File: src/common/ptp_port2_consts.vh
// Constants for the port 2 PTP timestamp configuration block.
// Assumes inclusion by bare name from the rtl files.
`ifndef PTP_PORT2_CONSTS_VH
`define PTP_PORT2_CONSTS_VH

// Register byte addresses
`define ADDR_AUX_ADDRESS_HIGH 12'h18c
`define ADDR_AUX_ADDRESS_LOW 12'h190
`define ADDR_TIMESTAMP_PORT_CONFIG 12'h194
`define ADDR_CAPTURE_STATUS 12'h198

// Configuration field positions
`define BIT_P2_MASTER_SELECT 31
`define BIT_P2_PRIMARY_ADDR_ENABLE 30
`define BIT_P2_ALT_ONE_ENABLE 29
`define BIT_P2_ALT_TWO_ENABLE 28
`define BIT_P2_ALT_THREE_ENABLE 27
`define BIT_P2_USER_ADDR_ENABLE 26
`define BIT_P2_LOCK_RX 25
`define BIT_P2_LOCK_TX 24
`define CFG_P2_MSB 31
`define CFG_P2_LSB 24

// Reset values
`define RST_CFG_P2 8'h43
`define RST_WORD 32'h00000000
`define RST_ADDR 12'h000
`define RST_CLOCK 64'h0000000000000000
`define RST_IDENTITY 80'h0
`define RST_SEQ 16'h0000
`define RST_AUX_HIGH 16'h0000
`define RST_AUX_LOW 32'h00000000

// Fixed PTP multicast destinations
`define PTP_ADDR_PRIMARY 48'h01005e000181
`define PTP_ADDR_ALT_ONE 48'h01005e000182
`define PTP_ADDR_ALT_TWO 48'h01005e000183
`define PTP_ADDR_ALT_THREE 48'h01005e000184

// Status register fields
`define BIT_STAT_RX_PENDING 0
`define BIT_STAT_TX_PENDING 1

// PTP message types
`define MSG_SYNC 4'h0
`define MSG_DELAY_REQ 4'h1

// AHB encodings
`define HTRANS_NONSEQ 2'b10
`define HSIZE_WORD 3'b010

`endif

File: src/rtl/ptp_addr_match.v
// Destination address match against the five PTP addresses.
// Assumes dest and the enables are steady on the hclk domain.
`default_nettype none
`include "ptp_port2_consts.vh"

module ptp_addr_match (
   input wire [47:0] dest,
   input wire [47:0] aux_address,
   input wire [4:0] enables,
   output wire hit
);

   wire [47:0] table_addr [0:4];
   wire [4:0] per_entry;

   assign table_addr[0] = `PTP_ADDR_PRIMARY;
   assign table_addr[1] = `PTP_ADDR_ALT_ONE;
   assign table_addr[2] = `PTP_ADDR_ALT_TWO;
   assign table_addr[3] = `PTP_ADDR_ALT_THREE;
   assign table_addr[4] = aux_address;

   genvar i;
   generate
      for (i = 0; i < 5; i = i + 1) begin : g_entry
         // disabled entries ignored
         assign per_entry[i] = enables[i] & (dest == table_addr[i]);
      end
   endgenerate

   // any enabled match
   assign hit = |per_entry;

endmodule // ptp_addr_match
`default_nettype wire

File: src/rtl/ptp_port2_timestamp_config.v
// Port 2 PTP timestamp configuration and capture control with AHB-Lite registers.
// Assumes the port 2 MAC paths give one-cycle frame pulses on hclk with a parsed
// destination and message type; the clock value arrives on the same clock.
//
// Contract
// Master: capture on transmitted Sync and on received Delay_Req.
// Slave: capture on transmitted Delay_Req and on received Sync.
// Primary enable resets to one; gates 01:00:5E:00:01:81 recognition.
// Alternate one enable resets to zero; gates 01:00:5E:00:01:82.
// Alternate two enable resets to zero; gates 01:00:5E:00:01:83.
// Alternate three enable resets to zero; gates 01:00:5E:00:01:84.
// User enable resets to zero; gates the auxiliary address.
// Auxiliary address is 48 bits: 16-bit high and 32-bit low registers.
// Receive lock resets to one; blocks overwrite while receive capture pending.
// Transmit lock resets to one; blocks overwrite while transmit capture pending.
// With a lock clear, every capture replaces the stored values.
// A frame qualifies when its destination matches any enabled address.
`default_nettype none
`include "ptp_port2_consts.vh"

module ptp_port2_timestamp_config (
   input wire hclk,
   input wire hresetn,
   input wire clk_en,
   input wire hsel,
   input wire [11:0] haddr,
   input wire [1:0] htrans,
   input wire hwrite,
   input wire [2:0] hsize,
   input wire [31:0] hwdata,
   input wire hready,
   output wire hreadyout,
   output wire hresp,
   output reg [31:0] hrdata,
   input wire tx_frame,
   input wire rx_frame,
   input wire [47:0] tx_dest,
   input wire [47:0] rx_dest,
   input wire [3:0] tx_msg_type,
   input wire [3:0] rx_msg_type,
   input wire [79:0] tx_source_identity_field,
   input wire [79:0] rx_source_identity_field,
   input wire [15:0] tx_sequence_id,
   input wire [15:0] rx_sequence_id,
   input wire [63:0] clock_value,
   output reg rx_capture_pending,
   output reg tx_capture_pending,
   output reg [63:0] rx_clock,
   output reg [79:0] rx_source_identity_field_q,
   output reg [15:0] rx_sequence_id_q,
   output reg [63:0] tx_clock,
   output reg [79:0] tx_source_identity_field_q,
   output reg [15:0] tx_sequence_id_q
);

   ////////////////////////////////////////////////////////////////////////////
   // Registers

   reg [7:0] cfg_p2;
   reg [15:0] aux_address_high;
   reg [31:0] aux_address_low;

   wire p2_master_select;
   wire p2_primary_addr_enable;
   wire p2_alternate_addr_one_enable;
   wire p2_alternate_addr_two_enable;
   wire p2_alternate_addr_three_enable;
   wire p2_user_addr_enable;
   wire p2_lock_rx;
   wire p2_lock_tx;
   wire [47:0] aux_address;
   wire [4:0] addr_enables;

   assign p2_master_select = cfg_p2[`BIT_P2_MASTER_SELECT - `CFG_P2_LSB];
   assign p2_primary_addr_enable = cfg_p2[`BIT_P2_PRIMARY_ADDR_ENABLE - `CFG_P2_LSB];
   assign p2_alternate_addr_one_enable = cfg_p2[`BIT_P2_ALT_ONE_ENABLE - `CFG_P2_LSB];
   assign p2_alternate_addr_two_enable = cfg_p2[`BIT_P2_ALT_TWO_ENABLE - `CFG_P2_LSB];
   assign p2_alternate_addr_three_enable = cfg_p2[`BIT_P2_ALT_THREE_ENABLE - `CFG_P2_LSB];
   assign p2_user_addr_enable = cfg_p2[`BIT_P2_USER_ADDR_ENABLE - `CFG_P2_LSB];
   assign p2_lock_rx = cfg_p2[`BIT_P2_LOCK_RX - `CFG_P2_LSB];
   assign p2_lock_tx = cfg_p2[`BIT_P2_LOCK_TX - `CFG_P2_LSB];

   // 48-bit auxiliary address
   assign aux_address = {aux_address_high, aux_address_low};

   // primary address gate
   assign addr_enables[0] = p2_primary_addr_enable;
   // alternate one gate
   assign addr_enables[1] = p2_alternate_addr_one_enable;
   // alternate two gate
   assign addr_enables[2] = p2_alternate_addr_two_enable;
   // alternate three gate
   assign addr_enables[3] = p2_alternate_addr_three_enable;
   // user address gate
   assign addr_enables[4] = p2_user_addr_enable;

   ////////////////////////////////////////////////////////////////////////////
   // AHB-Lite slave: zero wait states, always OKAY

   reg wr_pending;
   reg [11:0] wr_addr;
   wire addr_phase = hsel & hready & (htrans == `HTRANS_NONSEQ);
   wire [11:0] word_addr = {haddr[11:2], 2'b00};

   assign hreadyout = 1'b1;
   assign hresp = 1'b0;

   wire status_write;
   wire clr_rx;
   wire clr_tx;

   // Writing a one to a status bit clears that pending flag
   assign status_write = clk_en & wr_pending & (wr_addr == `ADDR_CAPTURE_STATUS);
   assign clr_rx = status_write & hwdata[`BIT_STAT_RX_PENDING];
   assign clr_tx = status_write & hwdata[`BIT_STAT_TX_PENDING];

   ////////////////////////////////////////////////////////////////////////////
   // Read path

   reg next_wr_pending;
   reg [11:0] next_wr_addr;
   reg [31:0] next_hrdata;
   reg [31:0] read_word;

   // Reserved and unmapped bits read as zero
   always @* begin
      read_word = `RST_WORD;
      case (word_addr)
         `ADDR_AUX_ADDRESS_HIGH: begin
            read_word = {16'h0000, aux_address_high};
         end
         `ADDR_AUX_ADDRESS_LOW: begin
            read_word = aux_address_low;
         end
         `ADDR_TIMESTAMP_PORT_CONFIG: begin
            read_word = {cfg_p2, 24'h000000};
         end
         `ADDR_CAPTURE_STATUS: begin
            read_word = {30'h00000000, tx_capture_pending, rx_capture_pending};
         end
         default: begin
            read_word = `RST_WORD;
         end
      endcase
   end

   // The address is kept for the data phase, where hwdata stands
   always @* begin
      next_wr_pending = addr_phase & hwrite;
      next_wr_addr = wr_addr;
      next_hrdata = hrdata;
      if (addr_phase) begin
         next_wr_addr = word_addr;
      end
      if (addr_phase & ~hwrite) begin
         next_hrdata = read_word;
      end
   end

   always @(posedge hclk or negedge hresetn) begin
      if (!hresetn) begin
         wr_pending <= 1'b0;
         wr_addr <= `RST_ADDR;
         hrdata <= `RST_WORD;
      end else if (clk_en) begin
         wr_pending <= next_wr_pending;
         wr_addr <= next_wr_addr;
         hrdata <= next_hrdata;
      end
   end

   ////////////////////////////////////////////////////////////////////////////
   // Configuration registers

   reg [7:0] next_cfg_p2;
   reg [15:0] next_aux_address_high;
   reg [31:0] next_aux_address_low;

   // Unmapped writes fall through the default and change nothing
   always @* begin
      next_cfg_p2 = cfg_p2;
      next_aux_address_high = aux_address_high;
      next_aux_address_low = aux_address_low;
      if (wr_pending) begin
         case (wr_addr)
            `ADDR_AUX_ADDRESS_HIGH: begin
               next_aux_address_high = hwdata[15:0];
            end
            `ADDR_AUX_ADDRESS_LOW: begin
               next_aux_address_low = hwdata;
            end
            `ADDR_TIMESTAMP_PORT_CONFIG: begin
               next_cfg_p2 = hwdata[`CFG_P2_MSB:`CFG_P2_LSB];
            end
            default: begin
               next_cfg_p2 = cfg_p2;
            end
         endcase
      end
   end

   // primary on, others off at reset
   // receive lock set at reset
   // transmit lock set at reset
   always @(posedge hclk or negedge hresetn) begin
      if (!hresetn) begin
         cfg_p2 <= `RST_CFG_P2;
         aux_address_high <= `RST_AUX_HIGH;
         aux_address_low <= `RST_AUX_LOW;
      end else if (clk_en) begin
         cfg_p2 <= next_cfg_p2;
         aux_address_high <= next_aux_address_high;
         aux_address_low <= next_aux_address_low;
      end
   end

   ////////////////////////////////////////////////////////////////////////////
   // Destination match

   wire tx_hit;
   wire rx_hit;

   ptp_addr_match u_tx_match (
      .dest(tx_dest),
      .aux_address(aux_address),
      .enables(addr_enables),
      .hit(tx_hit)
   );

   ptp_addr_match u_rx_match (
      .dest(rx_dest),
      .aux_address(aux_address),
      .enables(addr_enables),
      .hit(rx_hit)
   );

   ////////////////////////////////////////////////////////////////////////////
   // Capture selection

   reg [3:0] tx_want;
   reg [3:0] rx_want;
   wire tx_type_ok;
   wire rx_type_ok;
   wire tx_event;
   wire rx_event;
   wire rx_store;
   wire tx_store;
   reg next_rx_capture_pending;
   reg next_tx_capture_pending;

   // master picks Sync out and Delay_Req in
   // slave picks Delay_Req out and Sync in
   always @* begin
      if (p2_master_select) begin
         tx_want = `MSG_SYNC;
         rx_want = `MSG_DELAY_REQ;
      end else begin
         tx_want = `MSG_DELAY_REQ;
         rx_want = `MSG_SYNC;
      end
   end

   ////////////////////////////////////////////////////////////////////////////
   // Capture events

   assign tx_type_ok = (tx_msg_type == tx_want);
   assign rx_type_ok = (rx_msg_type == rx_want);
   assign tx_event = tx_frame & tx_hit & tx_type_ok;
   assign rx_event = rx_frame & rx_hit & rx_type_ok;

   // receive lock holds the first capture
   // lock clear lets every capture through
   assign rx_store = rx_event & ~(p2_lock_rx & rx_capture_pending);
   // transmit lock holds the first capture
   assign tx_store = tx_event & ~(p2_lock_tx & tx_capture_pending);

   ////////////////////////////////////////////////////////////////////////////
   // Capture flags

   // A capture in the clearing cycle wins the flag, but with the lock set its values are not stored
   always @* begin
      next_rx_capture_pending = rx_capture_pending;
      if (clr_rx) begin
         next_rx_capture_pending = 1'b0;
      end
      if (rx_event) begin
         next_rx_capture_pending = 1'b1;
      end
   end

   always @* begin
      next_tx_capture_pending = tx_capture_pending;
      if (clr_tx) begin
         next_tx_capture_pending = 1'b0;
      end
      if (tx_event) begin
         next_tx_capture_pending = 1'b1;
      end
   end

   always @(posedge hclk or negedge hresetn) begin
      if (!hresetn) begin
         rx_capture_pending <= 1'b0;
         tx_capture_pending <= 1'b0;
      end else if (clk_en) begin
         rx_capture_pending <= next_rx_capture_pending;
         tx_capture_pending <= next_tx_capture_pending;
      end
   end

   ////////////////////////////////////////////////////////////////////////////
   // Stored capture values

   // receive values held while locked
   always @(posedge hclk or negedge hresetn) begin
      if (!hresetn) begin
         rx_clock <= `RST_CLOCK;
         rx_source_identity_field_q <= `RST_IDENTITY;
         rx_sequence_id_q <= `RST_SEQ;
      end else if (clk_en & rx_store) begin
         rx_clock <= clock_value;
         rx_source_identity_field_q <= rx_source_identity_field;
         rx_sequence_id_q <= rx_sequence_id;
      end
   end

   // transmit values held while locked
   always @(posedge hclk or negedge hresetn) begin
      if (!hresetn) begin
         tx_clock <= `RST_CLOCK;
         tx_source_identity_field_q <= `RST_IDENTITY;
         tx_sequence_id_q <= `RST_SEQ;
      end else if (clk_en & tx_store) begin
         tx_clock <= clock_value;
         tx_source_identity_field_q <= tx_source_identity_field;
         tx_sequence_id_q <= tx_sequence_id;
      end
   end

endmodule // ptp_port2_timestamp_config
`default_nettype wire

File: config.mk
export PLATFORM = sky130hd
export DESIGN_NAME = ptp_port2_timestamp_config
export DESIGN_NICKNAME = d
export VERILOG_FILES = /design/src/rtl/ptp_addr_match.v /design/src/rtl/ptp_port2_timestamp_config.v
export VERILOG_INCLUDE_DIRS = /design/src /design/src/common
export SDC_FILE = /design/constraint.sdc
export NUM_CORES = 1
export LEC_CHECK = 0
export BUFFER_PORTS_ARGS = -buffer_cell sky130_fd_sc_hd__buf_2
export CAP_MARGIN = 20
export CORE_AREA = 2 2 300 302
export DETAILED_ROUTE_END_ITERATION = 12
export DIE_AREA = 0 0 302 304
export SLEW_MARGIN = 15
export SYNTH_ARGS = -nofsm -noshare
export SYNTH_HDL_FRONTEND = slang
export SYNTH_SLANG_ARGS = --single-unit
export TNS_END_PERCENT = 1
File: constraint.sdc
create_clock -name hclk -period 5.1 [get_ports hclk]
set_clock_uncertainty 0.2 [all_clocks]
set_input_delay 0.255 -clock hclk [delete_from_list [all_inputs] [get_ports hclk]]
set_output_delay 0.255 -clock hclk [all_outputs]
set_load 0.05 [all_outputs]
==> results.cfg <==
[global_route]
antenna_found_initial = 4
grt_usage_pct = 14.23
grt_pass1_wl_um = 98750
grt_pass1_vias = 15440
overflow = 0
grt_max_degree = 138

[power_and_ir_drop]
power_frac_seq_pct = 45.3
sw_frac_of_total_pct = 22.84
intPower_mw = 5.755
p_leak_nw = 14.53
power_frac_comb_pct = 7.9
power_density_mw_per_mm2 = 272.6
power.switching_mw = 1.703
clkPwrFrac_pct = 46.8
vdd_drop_max_uv = 216.4

[place]
post-place-ws_ns = 1.145
globalplace.congestion = 0.9379
io_buffers = 765
dp_hpwl_um = 49880
place_area_mm2 = 0.02269

[drt]
viasPerCell = 4.128
drc_errors = 0
routedWlPerCell_um = 19.20
antenna_left = 0
initialDrtViolationCount = 886
vias = 14460
drt_wl_total_um = 67220
first_pass_iters = 7

[timing]
relSlewSlack_pct = 30.65
finalCritPeriodShare_pct = 76.92
max_slew.worst_pin.slew_ns = 1.039
worst_hold_slack_ns = 0.08598
fin_crit_ns = 3.923
tns_ns = 0
setup_ws_ns = 1.177
fmax_mhz = 254.9
finalHoldViolations = 0
setup-violations-final = 0
grt_setup_unrepaired = false
report.final.slew_viol_count = 0

[die]
dieWidth_um = 302
dieArea_mm2 = 0.09181
core-area_mm2 = 0.08905
core.rowCount = 110
start_util_pct = 19.60
io_pins = 773
die_y_um = 304

[logic_synthesis]
ys.flop_type = dfrtp_1
yosys.area_share.adder_pct = 0
syn-cell-area_mm2 = 0.01745
ys_top_cells_by_area = dfrtp_1, mux2_2, mux2_1, xor2_1, xnor2_1
synth-edff-count = 0
synth.net_count = 1614
synth-async-reset-ratio_pct = 100.0
synth-compound-area-share_pct = 3.434
synth_xor_area_share_pct = 4.015
synth_top_area_cell = dfrtp_1
ys_seq_elements = 421
syn_inst = 1197
synth-simple-area-share_pct = 4.947
yosysUniqueCellTypes = 49
ys_warn_count = 0
synth_area_per_cell_um2 = 14.58
synthMuxAreaShare_pct = 24.98
seq_area_frac_synth_pct = 60.39
synth_top_family_by_area = multiplexers
synth.top_cell.area_share_pct = 59.94

[clock_tree]
cts_tree = done
clock_latency_ns = 0.61
cts.path.max_buffers = 3
postCtsSetupBuffers = 0
htree_levels = 2
cts_resized = 0
clock_sinks = 421
clock-root-buffer = clkbuf_16
cts_buffers = 48
clk_pin_slew_ns = 0.06

[critical_path]
crit_family = simple AND/OR/NAND/NOR gates
cp-start-kind = flip-flop
path_max_fanout = 34
slowest_delay_ns = 0.77
cp_num_buf_inv = 1
critPathSlowestCell = a32o_4
path_cells = xor2_1, nor4_1, nand4_1, nor4_1, a32o_4, buf_4, mux2_2
crit_type = flip-flop to flip-flop
rr_worst_depth = 7
crit_required_ns = 5.38
critPathArrivalTime_ns = 4.20
timing.critical_path.mode_cell = nor4_1
path_depth = 7
cp-end-kind = flip-flop

[cells_and_area]
fillers = 8951
drive_gt1_share_pct = 49.20
num-nets-final = 2700
fin_area_mm2 = 0.02736
syn_to_final_growth_pct = 56.76
fin_util_pct = 30.72

[worst_hold_path]
hold-path-cell-count = 6
hold_class = input pin to flip-flop

[flow_run]
max_cap_violations = 0

[run_status]
outcome = complete, no violations
metal layers:
| metal | global-route usage, % | vias up | wire length [um] |
|---|---|---|---|
| met3 | 4.019 | 96 | 5913 |
| met4 | 4.052 | 2 | 1758 |
| li1 | - | 6480 | - |
| met2 | 23.92 | 644 | 31850 |
| met1 | 17.67 | 7236 | 27690 |
| met5 | 0 | - | 13 |
logic make-up (layout without fill, tap and decap cells):
logic type / after synthesis / count (layout)
and+or+nand+nor: 148 / 148
other: 2 / 5
xor gates and xnor gates: 80 / 80
DFF: 421 / 421
AOI/OAI and AO/OA: 89 / 89
buffers and inverters: 69 / 1195
muxes: 388 / 388
Yosys cell counts, types with 4 or more instances:
library cell	number
dfrtp_1	418
mux2_2	280
mux2_1	100
xor2_1	45
nand2_1	40
o21ai_0	39
xnor2_1	35
buf_2	26
nor4_1	24
nand4_1	18
a22oi_1	17
inv_1	17
nor2b_1	16
buf_6	11
clkbuf_1	11
nor4b_1	11
a22o_1	8
mux2i_1	8
nand2b_1	8
nor2_1	6
a21oi_1	5
nor3_1	5
o22ai_1	5
nand3_1	4
area by class of cell:
cell class                      instances  area [um2]  area share (%)
Antenna cell                            3       7.507         0.02744
Multi-Input combinational cell        707        6558           23.97
Clock inverter                         12       147.6          0.5397
Sequential cell                       421       10540           38.52
Clock buffer                           78        1435           5.246
Tap cell                             1176        1471           5.379
Timing Repair Buffer                 1088        7134           26.08
Inverter                               17       63.81          0.2333
per-stage QoR:
step	cells	power, mW
finish	3502	7.458
global route	3500	7.736
CTS	3499	7.547
detailed placement	3103	3.827
global placement	3103	3.825
floorplan	1197	3.508
cells in the final DEF (no fill, tap or decap), types with 8 or more instances in the layout:
master / instances
dfrtp_1: 418
a22oi_1: 17
nand2_1: 40
o21ai_0: 39
nor4b_1: 11
nand2b_1: 8
dlygate4sd3_1: 305
inv_1: 17
buf_4: 10
xor2_1: 45
clkbuf_16: 49
a22o_1: 8
clkbuf_8: 10
clkbuf_1: 19
buf_2: 764
nor2b_1: 15
xnor2_1: 35
mux2_1: 100
nand4_1: 18
nor4_1: 24
mux2i_1: 8
mux2_2: 280
power by group through the flow:
stage	clock network [mW]	logic (mW)	registers [mW]
global placement	0	0.391	3.43
CTS	3.58	0.587	3.38
finish	3.49	0.591	3.38
floorplan	0	0.0762	3.43
detailed placement	0	0.391	3.44
global route	3.72	0.638	3.38
path summary, 6_finish.rpt:
| check | start | end | slack, ns |
|---|---|---|---|
| worst max-delay path | aux_address_high[4]$_DFFE_PN0P_ | tx_source_identity_field_q[43]$_DFFE_PN0P_ | 1.18 |
| worst min-delay path | clk_en | rx_capture_pending$_DFFE_PN0P_ | 0.09 |
| worst max register to register | aux_address_high[4]$_DFFE_PN0P_ | tx_source_identity_field_q[43]$_DFFE_PN0P_ | 1.18 |
| worst min register to register | hrdata[31]$_DFFE_PN0P_ | hrdata[31]$_DFFE_PN0P_ | 0.27 |
| max in group asynchronous | hresetn | rx_source_identity_field_q[37]$_DFFE_PN0P_ | 3.76 |
| min in group asynchronous | hresetn | rx_clock[49]$_DFFE_PN0P_ | 0.13 |
worst register-to-register path: stages, from the launching register on:
cell	delay, ns
dfrtp_1	0.44
xor2_1	0.20
nor4_1	0.56
nand4_1	0.32
nor4_1	0.50
a32o_4	0.77
buf_4	0.44
mux2_2	0.38
flip-flops by register name (all words and copies together), names as in the netlist:
name / cells
aux_address_high: 16
aux_address_low: 32
cfg_p2: 8
hrdata: 32
rx_capture_pending: 1
rx_clock: 64
rx_sequence_id_q: 16
rx_source_identity_field_q: 80
tx_capture_pending: 1
tx_clock: 64
tx_sequence_id_q: 16
tx_source_identity_field_q: 80
wr_addr: 10
wr_pending: 1
repair_timing:
| action | in CTS | in global routing |
|---|---|---|
| hold buffers | 306 | 0 |
| endpoints found under the hold margin | 641 | 0 |
| endpoints found under the setup margin | 0 | 0 |
Note: power is estimated with default switching activity, not from simulation.
